## src/hdl/eeu_pkg.sv

```systemverilog
// Purpose: Shared constants and types for the data EEPROM write-unlock block.
// Assumes: A 100 MHz system clock and one AXI4-Lite slave port with 32-bit data.
// Notes: Register offsets are word indices; the byte address is four times the index.
// Function
// - Write starts only after 55h, AAh, go.
// - Go bit blocked while write permit clear.
// - Hardware never clears the write permit bit; the code clears it on a system reset request.
// - Clearing permit never disturbs a running write.
// - Completion clears go and sets done flag.
// - Done flag cleared only by software.
// - Control holds done, abort, permit, go, read.
// - Read trigger loads data register next cycle.
// - Read trigger set by software, cleared by hardware.
// - Reset during a write sets abort flag; the code sets it on a system reset request only, and RST_B clears it.
`default_nettype none

package eeu_pkg;

    localparam int unsigned IDX_W = 12;
    localparam int unsigned AXI_AW = 14;

    localparam logic [11:0] IDX_DATA = 12'h008;
    localparam logic [11:0] IDX_ADDR = 12'h009;
    localparam logic [11:0] IDX_CTRL = 12'h088;
    localparam logic [11:0] IDX_UNLK = 12'h089;
    localparam logic [11:0] IDX_STAT = 12'h090;
    localparam logic [11:0] IDX_MASK = 12'h091;

    localparam int unsigned CTRL_DONE = 4;
    localparam int unsigned CTRL_ABORT = 3;
    localparam int unsigned CTRL_PERMIT = 2;
    localparam int unsigned CTRL_GO = 1;
    localparam int unsigned CTRL_RD = 0;

    localparam int unsigned STAT_DONE = 0;
    localparam int unsigned STAT_ABORT = 1;

    localparam logic [7:0] KEY_FIRST = 8'h55;
    localparam logic [7:0] KEY_SECOND = 8'hAA;

    localparam logic [7:0] DATA_RST = 8'h00;
    localparam logic [7:0] ADDR_RST = 8'h00;
    localparam logic [1:0] STAT_RST = 2'h0;
    localparam logic [1:0] MASK_RST = 2'h0;

    localparam logic [1:0] RESP_OKAY = 2'h0;
    localparam logic [1:0] RESP_SLVERR = 2'h2;

    localparam int unsigned CLK_PERIOD_NS = 10;
    localparam int unsigned PROG_TIME_NS = 4000;
    localparam int unsigned PROG_CYCLES = (PROG_TIME_NS + CLK_PERIOD_NS - 1) / CLK_PERIOD_NS;

    typedef enum logic [1:0]
    {
        ULK_IDLE  = 2'b00,
        ULK_GOT1  = 2'b01,
        ULK_ARMED = 2'b10
    } eeu_ulk_t;

endpackage

`default_nettype wire

```

## src/hdl/eeu_mem_if.sv

```systemverilog
// Purpose: Carrier between the control logic and the cell array.
// Assumes: One access per cycle, write and read never together.
// Notes: Read data is registered inside the array module.
`default_nettype none

interface eeu_mem_if #(
    parameter int unsigned AW = 8,
    parameter int unsigned DW = 8
);
    logic [AW-1:0] addr;
    logic [DW-1:0] wdata;
    logic [DW-1:0] rdata;
    logic          we;
    logic          re;

    modport ctl (output addr, output wdata, output we, output re, input rdata);
    modport mem (input addr, input wdata, input we, input re, output rdata);
endinterface

`default_nettype wire

```

## src/hdl/eeu_top.sv

```systemverilog
// Purpose: Data EEPROM byte write with two-key unlock, reached over AXI4-Lite.
// Assumes: EXT_RST_REQ is an asynchronous system reset request (external or watchdog).
// Notes: RST_B is the power-on reset and clears the abort flag; EXT_RST_REQ does not.
`default_nettype none

module eeu_top #(
    parameter int unsigned MEM_AW = 8,
    parameter int unsigned CNT_W = 16,
    parameter int unsigned PROG_CYCLES = eeu_pkg::PROG_CYCLES
) (
    input  wire logic                       CLK_SYS,
    input  wire logic                       RST_B,
    input  wire logic                       EXT_RST_REQ,
    input  wire logic                       S_AXI_AWVALID,
    output logic                            S_AXI_AWREADY,
    input  wire logic [eeu_pkg::AXI_AW-1:0] S_AXI_AWADDR,
    input  wire logic                       S_AXI_WVALID,
    output logic                            S_AXI_WREADY,
    input  wire logic [31:0]                S_AXI_WDATA,
    input  wire logic [3:0]                 S_AXI_WSTRB,
    output logic                            S_AXI_BVALID,
    input  wire logic                       S_AXI_BREADY,
    output logic [1:0]                      S_AXI_BRESP,
    input  wire logic                       S_AXI_ARVALID,
    output logic                            S_AXI_ARREADY,
    input  wire logic [eeu_pkg::AXI_AW-1:0] S_AXI_ARADDR,
    output logic                            S_AXI_RVALID,
    input  wire logic                       S_AXI_RREADY,
    output logic [31:0]                     S_AXI_RDATA,
    output logic [1:0]                      S_AXI_RRESP,
    output logic                            IRQ
);
    localparam logic [CNT_W-1:0] CNT_LAST = CNT_W'(PROG_CYCLES - 1);

    function automatic logic is_mapped(input logic [eeu_pkg::IDX_W-1:0] idx);
        is_mapped = (idx == eeu_pkg::IDX_DATA) || (idx == eeu_pkg::IDX_ADDR) ||
                    (idx == eeu_pkg::IDX_CTRL) || (idx == eeu_pkg::IDX_UNLK) ||
                    (idx == eeu_pkg::IDX_STAT) || (idx == eeu_pkg::IDX_MASK);
    endfunction

    eeu_mem_if #(.AW(MEM_AW), .DW(8)) mem_bus ();

    eeu_mem #(.AW(MEM_AW), .DW(8)) u_mem (
        .clk   (CLK_SYS),
        .rst_b (RST_B),
        .port  (mem_bus)
    );

    // Reset request synchroniser and agreement filter.
    logic [2:0] ext_s_q;
    logic [2:0] ext_s_d;
    logic       ext_f_q;
    logic       ext_f_d;

    always_comb
    begin
        ext_s_d = {ext_s_q[1:0], EXT_RST_REQ};
        ext_f_d = (ext_s_q[1] == ext_s_q[2]) ? ext_s_q[2] : ext_f_q;
    end

    always_ff @(posedge CLK_SYS or negedge RST_B)
    begin
        if (!RST_B)
        begin
            ext_s_q <= 3'h0;
            ext_f_q <= 1'b0;
        end
        else
        begin
            ext_s_q <= ext_s_d;
            ext_f_q <= ext_f_d;
        end
    end

    // Bus slave: address and data are taken in either order, then committed together.
    logic                      aw_have_q;
    logic                      aw_have_d;
    logic [eeu_pkg::IDX_W-1:0] aw_idx_q;
    logic [eeu_pkg::IDX_W-1:0] aw_idx_d;
    logic                      w_have_q;
    logic                      w_have_d;
    logic [7:0]                w_data_q;
    logic [7:0]                w_data_d;
    logic                      w_stb_q;
    logic                      w_stb_d;
    logic                      bvalid_q;
    logic                      bvalid_d;
    logic [1:0]                bresp_q;
    logic [1:0]                bresp_d;
    logic                      rvalid_q;
    logic                      rvalid_d;
    logic [31:0]               rdata_q;
    logic [31:0]               rdata_d;
    logic [1:0]                rresp_q;
    logic [1:0]                rresp_d;
    logic                      wr_go;
    logic                      ar_fire;
    logic [eeu_pkg::IDX_W-1:0] ar_idx;
    logic [7:0]                rd_mux;

    // Control state.
    logic                      done_q;
    logic                      done_d;
    logic                      abort_q;
    logic                      abort_d;
    logic                      permit_q;
    logic                      permit_d;
    logic                      go_q;
    logic                      go_d;
    logic                      rd_q;
    logic                      rd_d;
    logic [7:0]                data_q;
    logic [7:0]                data_d;
    logic [7:0]                addr_q;
    logic [7:0]                addr_d;
    logic [7:0]                paddr_q;
    logic [7:0]                paddr_d;
    logic [7:0]                pdata_q;
    logic [7:0]                pdata_d;
    logic [CNT_W-1:0]          cnt_q;
    logic [CNT_W-1:0]          cnt_d;
    logic [1:0]                stat_q;
    logic [1:0]                stat_d;
    logic [1:0]                mask_q;
    logic [1:0]                mask_d;
    eeu_pkg::eeu_ulk_t         ulk_q;
    eeu_pkg::eeu_ulk_t         ulk_d;
    logic                      wr_ctrl;
    logic                      go_req;
    logic                      rd_req;
    logic                      prog_end;
    logic                      cut_short;

    assign S_AXI_AWREADY = !aw_have_q && !bvalid_q;
    assign S_AXI_WREADY  = !w_have_q && !bvalid_q;
    assign S_AXI_ARREADY = !rvalid_q;
    assign S_AXI_BVALID  = bvalid_q;
    assign S_AXI_BRESP   = bresp_q;
    assign S_AXI_RVALID  = rvalid_q;
    assign S_AXI_RDATA   = rdata_q;
    assign S_AXI_RRESP   = rresp_q;
    assign IRQ           = |(stat_q & mask_q);

    assign wr_go   = aw_have_q && w_have_q;
    assign ar_fire = S_AXI_ARVALID && !rvalid_q;
    assign ar_idx  = S_AXI_ARADDR[eeu_pkg::AXI_AW-1:2];

    always_comb
    begin
        case (ar_idx)
            eeu_pkg::IDX_DATA: rd_mux = data_q;
            eeu_pkg::IDX_ADDR: rd_mux = addr_q;
            eeu_pkg::IDX_CTRL: rd_mux = {3'h0, done_q, abort_q, permit_q, go_q, rd_q};
            eeu_pkg::IDX_STAT: rd_mux = {6'h00, stat_q};
            eeu_pkg::IDX_MASK: rd_mux = {6'h00, mask_q};
            default:           rd_mux = 8'h00;
        endcase
    end

    always_comb
    begin
        aw_have_d = aw_have_q;
        aw_idx_d  = aw_idx_q;
        w_have_d  = w_have_q;
        w_data_d  = w_data_q;
        w_stb_d   = w_stb_q;
        bvalid_d  = bvalid_q;
        bresp_d   = bresp_q;
        rvalid_d  = rvalid_q;
        rdata_d   = rdata_q;
        rresp_d   = rresp_q;
        if (S_AXI_AWVALID && S_AXI_AWREADY)
        begin
            aw_have_d = 1'b1;
            aw_idx_d  = S_AXI_AWADDR[eeu_pkg::AXI_AW-1:2];
        end
        if (S_AXI_WVALID && S_AXI_WREADY)
        begin
            w_have_d = 1'b1;
            w_data_d = S_AXI_WDATA[7:0];
            w_stb_d  = S_AXI_WSTRB[0];
        end
        if (wr_go)
        begin
            aw_have_d = 1'b0;
            w_have_d  = 1'b0;
            bvalid_d  = 1'b1;
            bresp_d   = is_mapped(aw_idx_q) ? eeu_pkg::RESP_OKAY : eeu_pkg::RESP_SLVERR;
        end
        else if (bvalid_q && S_AXI_BREADY)
        begin
            bvalid_d = 1'b0;
        end
        if (ar_fire)
        begin
            rvalid_d = 1'b1;
            rdata_d  = {24'h00_0000, rd_mux};
            rresp_d  = is_mapped(ar_idx) ? eeu_pkg::RESP_OKAY : eeu_pkg::RESP_SLVERR;
        end
        else if (rvalid_q && S_AXI_RREADY)
        begin
            rvalid_d = 1'b0;
        end
    end

    always_ff @(posedge CLK_SYS or negedge RST_B)
    begin
        if (!RST_B)
        begin
            aw_have_q <= 1'b0;
            aw_idx_q  <= '0;
            w_have_q  <= 1'b0;
            w_data_q  <= 8'h00;
            w_stb_q   <= 1'b0;
            bvalid_q  <= 1'b0;
            bresp_q   <= eeu_pkg::RESP_OKAY;
            rvalid_q  <= 1'b0;
            rdata_q   <= 32'h0000_0000;
            rresp_q   <= eeu_pkg::RESP_OKAY;
        end
        else
        begin
            aw_have_q <= aw_have_d;
            aw_idx_q  <= aw_idx_d;
            w_have_q  <= w_have_d;
            w_data_q  <= w_data_d;
            w_stb_q   <= w_stb_d;
            bvalid_q  <= bvalid_d;
            bresp_q   <= bresp_d;
            rvalid_q  <= rvalid_d;
            rdata_q   <= rdata_d;
            rresp_q   <= rresp_d;
        end
    end

    assign wr_ctrl   = wr_go && w_stb_q && (aw_idx_q == eeu_pkg::IDX_CTRL);
    // The permit bit must already be set before the go write; one write cannot both permit and go.
    assign go_req    = wr_ctrl && w_data_q[eeu_pkg::CTRL_GO] && (ulk_q == eeu_pkg::ULK_ARMED) &&
                       permit_q && !go_q && !ext_f_q;
    assign rd_req    = wr_ctrl && w_data_q[eeu_pkg::CTRL_RD] && !go_q && !rd_q && !ext_f_q;
    assign prog_end  = go_q && !ext_f_q && (cnt_q == CNT_LAST);
    assign cut_short = go_q && ext_f_q;

    assign mem_bus.re    = rd_req;
    assign mem_bus.addr  = rd_req ? addr_q : paddr_q;
    assign mem_bus.we    = prog_end;
    assign mem_bus.wdata = pdata_q;

    always_comb
    begin
        done_d   = done_q;
        abort_d  = abort_q;
        permit_d = permit_q;
        go_d     = go_q;
        rd_d     = rd_q;
        data_d   = data_q;
        addr_d   = addr_q;
        paddr_d  = paddr_q;
        pdata_d  = pdata_q;
        cnt_d    = cnt_q;
        stat_d   = stat_q;
        mask_d   = mask_q;
        ulk_d    = ulk_q;
        if (wr_go && w_stb_q)
        begin
            case (aw_idx_q)
                eeu_pkg::IDX_DATA: data_d = w_data_q;
                eeu_pkg::IDX_ADDR: addr_d = w_data_q;
                eeu_pkg::IDX_MASK: mask_d = w_data_q[1:0];
                eeu_pkg::IDX_CTRL:
                begin
                    permit_d = w_data_q[eeu_pkg::CTRL_PERMIT];
                    done_d   = done_q && w_data_q[eeu_pkg::CTRL_DONE];
                    abort_d  = abort_q && w_data_q[eeu_pkg::CTRL_ABORT];
                end
                default:
                begin
                end
            endcase
        end
        // Unlock tracker: a read, or any write other than 55h or the awaited AAh, falls back to idle.
        if (ar_fire)
        begin
            ulk_d = eeu_pkg::ULK_IDLE;
        end
        else if (wr_go)
        begin
            if (w_stb_q && (aw_idx_q == eeu_pkg::IDX_UNLK) && (w_data_q == eeu_pkg::KEY_FIRST))
            begin
                ulk_d = eeu_pkg::ULK_GOT1;
            end
            else if (w_stb_q && (aw_idx_q == eeu_pkg::IDX_UNLK) && (w_data_q == eeu_pkg::KEY_SECOND) &&
                     (ulk_q == eeu_pkg::ULK_GOT1))
            begin
                ulk_d = eeu_pkg::ULK_ARMED;
            end
            else
            begin
                ulk_d = eeu_pkg::ULK_IDLE;
            end
        end
        // The cycle works on its own copies, so later register writes cannot alter it.
        if (go_req)
        begin
            go_d    = 1'b1;
            cnt_d   = '0;
            paddr_d = addr_q;
            pdata_d = data_q;
        end
        else if (prog_end)
        begin
            go_d    = 1'b0;
            done_d  = 1'b1;
            abort_d = 1'b0;
        end
        else if (go_q)
        begin
            cnt_d = cnt_q + 1'b1;
        end
        if (rd_req)
        begin
            rd_d = 1'b1;
        end
        else if (rd_q)
        begin
            rd_d   = 1'b0;
            data_d = mem_bus.rdata;
        end
        if (ar_fire && (ar_idx == eeu_pkg::IDX_STAT))
        begin
            stat_d = 2'h0;
        end
        stat_d[eeu_pkg::STAT_DONE]  = stat_d[eeu_pkg::STAT_DONE] || prog_end;
        stat_d[eeu_pkg::STAT_ABORT] = stat_d[eeu_pkg::STAT_ABORT] || cut_short;
        // A system reset request ends any cycle; the cell keeps its old value.
        if (ext_f_q)
        begin
            permit_d = 1'b0;
            go_d     = 1'b0;
            rd_d     = 1'b0;
            cnt_d    = '0;
            ulk_d    = eeu_pkg::ULK_IDLE;
            abort_d  = abort_q || cut_short;
        end
    end

    always_ff @(posedge CLK_SYS or negedge RST_B)
    begin
        if (!RST_B)
        begin
            done_q   <= 1'b0;
            abort_q  <= 1'b0;
            permit_q <= 1'b0;
            go_q     <= 1'b0;
            rd_q     <= 1'b0;
            data_q   <= eeu_pkg::DATA_RST;
            addr_q   <= eeu_pkg::ADDR_RST;
            paddr_q  <= eeu_pkg::ADDR_RST;
            pdata_q  <= eeu_pkg::DATA_RST;
            cnt_q    <= '0;
            stat_q   <= eeu_pkg::STAT_RST;
            mask_q   <= eeu_pkg::MASK_RST;
            ulk_q    <= eeu_pkg::ULK_IDLE;
        end
        else
        begin
            done_q   <= done_d;
            abort_q  <= abort_d;
            permit_q <= permit_d;
            go_q     <= go_d;
            rd_q     <= rd_d;
            data_q   <= data_d;
            addr_q   <= addr_d;
            paddr_q  <= paddr_d;
            pdata_q  <= pdata_d;
            cnt_q    <= cnt_d;
            stat_q   <= stat_d;
            mask_q   <= mask_d;
            ulk_q    <= ulk_d;
        end
    end
endmodule

`default_nettype wire

```

## src/hdl/eeu_mem.sv

```systemverilog
// Purpose: Byte-wide cell array of the data EEPROM.
// Assumes: Same clock as the control logic.
// Notes: Cells have no reset, as they model retained contents.
`default_nettype none

module eeu_mem #(
    parameter int unsigned AW = 8,
    parameter int unsigned DW = 8
) (
    input  wire logic clk,
    input  wire logic rst_b,
    eeu_mem_if.mem    port
);
    logic [DW-1:0] cells [2**AW];
    logic [DW-1:0] rd_q;
    logic [DW-1:0] rd_d;

    always_comb
    begin
        rd_d = port.re ? cells[port.addr] : rd_q;
    end

    always_ff @(posedge clk)
    begin
        if (port.we)
        begin
            cells[port.addr] <= port.wdata;
        end
    end

    always_ff @(posedge clk or negedge rst_b)
    begin
        if (!rst_b)
        begin
            rd_q <= '0;
        end
        else
        begin
            rd_q <= rd_d;
        end
    end

    assign port.rdata = rd_q;
endmodule

`default_nettype wire

```

## config.mk

```make
export PLATFORM = sky130hd
export DESIGN_NAME = eeu_top
export DESIGN_NICKNAME = d
export VERILOG_FILES = /design/src/hdl/eeu_pkg.sv /design/src/hdl/eeu_mem_if.sv /design/src/hdl/eeu_top.sv /design/src/hdl/eeu_mem.sv
export SDC_FILE = /design/constraint.sdc
export NUM_CORES = 2
export LEC_CHECK = 0
export BUFFER_PORTS_ARGS = -buffer_cell sky130_fd_sc_hd__clkbuf_2
export CORE_ASPECT_RATIO = 1.2
export CORE_MARGIN = 2
export CORE_UTILIZATION = 50
export DETAILED_ROUTE_END_ITERATION = 16
export HOLD_SLACK_MARGIN = 0.1
export PLACE_DENSITY = 0.69
export REMOVE_ABC_BUFFERS = 1
export SLEW_MARGIN = 20
export SYNTH_ARGS = -nofsm -noshare
export SYNTH_HDL_FRONTEND = slang
export SYNTH_HIERARCHICAL = 1
export SYNTH_SLANG_ARGS = --single-unit
```

## constraint.sdc

```tcl
create_clock -name CLK_SYS -period 5.1 [get_ports CLK_SYS]
set_clock_uncertainty 0.05 [all_clocks]
set_input_delay 0.51 -clock CLK_SYS [delete_from_list [all_inputs] [get_ports CLK_SYS]]
set_output_delay 0.51 -clock CLK_SYS [all_outputs]
set_load 0.01 [all_outputs]
```

==> metrics <==
Core Rows=165; RSZ-0062 raised after global routing=no; Remaining DRCs=0; Worst Setup Path Type=register to register; drt first pass iters=5; CP Cell Sequence=nor4_4, nand3_2, nor4b_4, buf_4, mux2_8, buf_4, buf_12, buf_12, buf_4, mux4_2, nor2b_1, o22ai_1, a21oi_1, o221ai_1, o22a_1; DRT iter0 DRCs=4961; Die H=454 um; dpl hpwl=129000 um; Post-DP Area=roughly 0.090 mm2; core box area=between 0.15 and 0.2 mm2; most frequent CP cell=buf_4; CTS tree=built; Rel. slew slack=0.270; Finished Layout Cells=~7000; Yosys reg bits=2154; Avg WL per Cell=29.5 um; synthesized instance count=4006; Peak Freq=199 MHz; Static Leakage=between 20 and 25 nW; layout cell share with drive strength beyond 1=0.310; EDFF count, synth=2048; R2R setup slack=0.08 ns; Slew Limit Fails=0; final setup vio count=0; die area=0.172 mm2; slew at the pin closest to its max-slew limit=approximately 1.1 ns; Final ANT Viol Nets=0; Total Power=roughly 34 mW; area grow syn2layout=14.8%; CP peak stage delay=0.50 ns; Hold WS=0.161 ns; startpoint types=register; TritonCTS buffer count=196; Worst path top cell family by delay=simple AND/OR/NAND/NOR gates; Nets=4624; CP bufs+invs=5; CP Data Arrival Time=around 5.7 ns; Avg Vias per Cell=about 6.1; share of the yosys chip area belonging to registers=0.761; IO Port Bufs=56; Post-Syn Area=0.0844 mm2; design area=0.0968 mm2; critical path data required time=5.77 ns; Fin Setup TNS=0 ns; Via Count=42800; Reg clk slew, reported paths=approximately 0.06 ns; Final Cycle Share=0.985; total gr overflow=0; placed insts=approximately 6600; largest net degree at the start of global routing=258; crit path max fanout=26; DRT Wirelength=~210000 um; root buf cell=clkbuf_16; Post-Syn Area per Cell=between 20 and 25 um2; first-pass GRT wire length=298000 um; antenna violations before repair=2; Die Span X=379 um; Total GRT Usage=0.241; Peak supply drop=0.000342 V; Syn. warnings=6; Final Hold Vio Count=0; Initial Util=0.502; Critical Path Sink Type=register; Distinct cells, synth=75; PD cells=349 mW/mm2; Ports=114; Clock Path Buffers=3; H-tree Lvls=4; asr flop ratio synth=0.0492; Sink Count=2154; status=finished clean; max-cap viol count=0; vias in the first global route=roughly 43000; worst skew pair latency=a little over 0.8 ns; clock period minus worst slack=5.02 ns; GP Congestion=0.878; Hold Path Class=primary input to register; Slowest-stage cell, CP=mux4_2; ys flop type=edfxtp_1
[report_power, final]
| part | internal (mW) | switching [mW] |
|---|---|---|
| logic | 0.200 | 0.170 |
| clock network | 7.80 | 6.32 |
| registers | 19.2 | 0.149 |
| total | 27.2 | 6.64 |
[cell usage after synthesis (4+ instances only)]
master    instances  area (um2)
a211oi_1         15         113
a21oi_1          19        95.1
a221oi_1          4        35.0
a22o_1           10        87.6
a22oi_1          56         420
a41oi_1           4        35.0
and2_1            9        56.3
buf_1            19        71.3
buf_2            65         325
buf_4            61         458
buf_6            22         248
clkbuf_1         87         327
dfrtp_1         106        2650
edfxtp_1       2048       61500
inv_1            15        56.3
mux2_2           65         732
mux2i_1          98         981
mux4_2          534       12000
nand2_1          80         300
nand2b_1         18         113
nand3_1          23         115
nand3b_1          6        45.0
nand4_1          15        93.8
nor2_1          266         998
nor2b_1          32         200
nor3_1           66         330
nor4_1           14        87.6
o21ai_0          39         195
o21bai_1          5        37.5
o221ai_1         16         140
o22a_1           16         140
o22ai_1          63         394
o311ai_0          5        43.8
o31ai_1           8        60.1
o32ai_1           7        61.3
or2_2             5        31.3
or3_1            14        87.6
or3b_2            4        35.0
or4_1             5        37.5
xnor2_1           6        52.6
[sequential cells by signal, summed over array words and instances, names as in the netlist, 2 cells and up]
register,cells
S_AXI_RDATA,8
addr_q,8
aw_idx_q,12
cnt_q,16
data_q,8
ext_s_q,3
mask_q,2
mem_bus.wdata,8
paddr_q,8
stat_q,2
u_mem/cells,2048
u_mem/port.rdata,8
ulk_q,2
w_data_q,8
[worst register-to-register path: stages, from the launching register on]
cell and delay (ns):
dfrtp_1 0.40, nor4_4 0.44, nand3_2 0.22, nor4b_4 0.43, buf_4 0.20, mux2_8 0.28
buf_4 0.24, buf_12 0.16, buf_12 0.24, buf_4 0.26, mux4_2 0.50, nor2b_1 0.23
o22ai_1 0.13, a21oi_1 0.45, o221ai_1 0.38, o22a_1 0.28
[final timing paths]
kind,endpoint,start,cells after the start
max in group asynchronous,mem_bus.wdata[5]$_DFFE_PN0P_,RST_B,3
setup / recovery,u_mem/port.rdata[0]$_DFFE_PN0P_,aw_idx_q[1]$_DFFE_PN0P_,15
hold / removal,S_AXI_RDATA[7]$_DFFE_PN0P_,S_AXI_ARADDR[7],4
min in group asynchronous,S_AXI_RDATA[0]$_DFFE_PN0P_,RST_B,2
hold reg to reg,ext_s_q[1]$_DFF_PN0_,ext_s_q[0]$_DFF_PN0_,0
setup reg to reg,u_mem/port.rdata[0]$_DFFE_PN0P_,aw_idx_q[1]$_DFFE_PN0P_,15
[cell usage in the layout, fill, tap and decap left out, drive strengths merged, types with 15 or more instances in the layout]
| master | count |
|---|---|
| nor4 | 18 |
| o21ai | 41 |
| nor2 | 267 |
| inv | 23 |
| dfrtp | 106 |
| conb | 26 |
| o22ai | 63 |
| o221ai | 16 |
| dlygate4sd3 | 31 |
| clkinv | 91 |
| a21oi | 19 |
| o22a | 16 |
| nand3 | 24 |
| mux2i | 98 |
| edfxtp | 2048 |
| clkbuf | 302 |
| nor3 | 67 |
| nand4 | 15 |
| mux4 | 534 |
| nand2 | 80 |
| mux2 | 66 |
| nand2b | 18 |
| a211oi | 15 |
| nor2b | 32 |
| a22oi | 56 |
| buf | 489 |
[repair_timing]
action,in CTS,in global routing
pin swaps,1,1
setup buffers,7,2
gates resized for setup,2,3
setup endpoints to repair,3,3
hold buffers,31,0
endpoints found under the hold margin,77,0
gates cloned,1,0
[routing by layer]
layer / vias up / part of all wire / track usage
li1: 17700 / - / -
met4: 2 / 0.044 / 0.102
met1: 22700 / 0.37 / 0.316
met5: - / 0.000063 / 0
met2: 2002 / 0.50 / 0.401
met3: 394 / 0.084 / 0.0433
[cells by family (layout without fill, tap and decap cells)]
kind of cell               after synthesis  after routing  synth area share
and+or+nand+nor                        584            584            0.0335
buffers and inverters                  269            955            0.0176
adders and majority gates                2              2          0.000267
AOI/OAI and AO/OA                      293            293            0.0245
other                                    1             28         0.0000445
xor gates and xnor gates                 6              6          0.000623
DFF                                   2154           2154             0.761
muxes                                  697            698             0.163
[area by class of cell]
cell class | instances | area [um2]
fillers | 12100 | 71200
flip-flops and latches | 2154 | 64200
multi-input cells | 1609 | 18900
clock buffers | 247 | 5210
repair buffers | 575 | 4730
well taps | 2254 | 2820
clock inverters | 118 | 933
inverters | 15 | 56.3
diodes | 2 | 5.00
[metrics by stage]
step	utilization	setup slack [ns]
after floorplan	-	-10.44
after global placement	0.537	-0.150
after detailed placement	0.537	-0.234
after CTS	0.576	0.106
after global routing	0.576	0.0145
final	0.576	0.0782
Power figures use the tool's default switching activity.
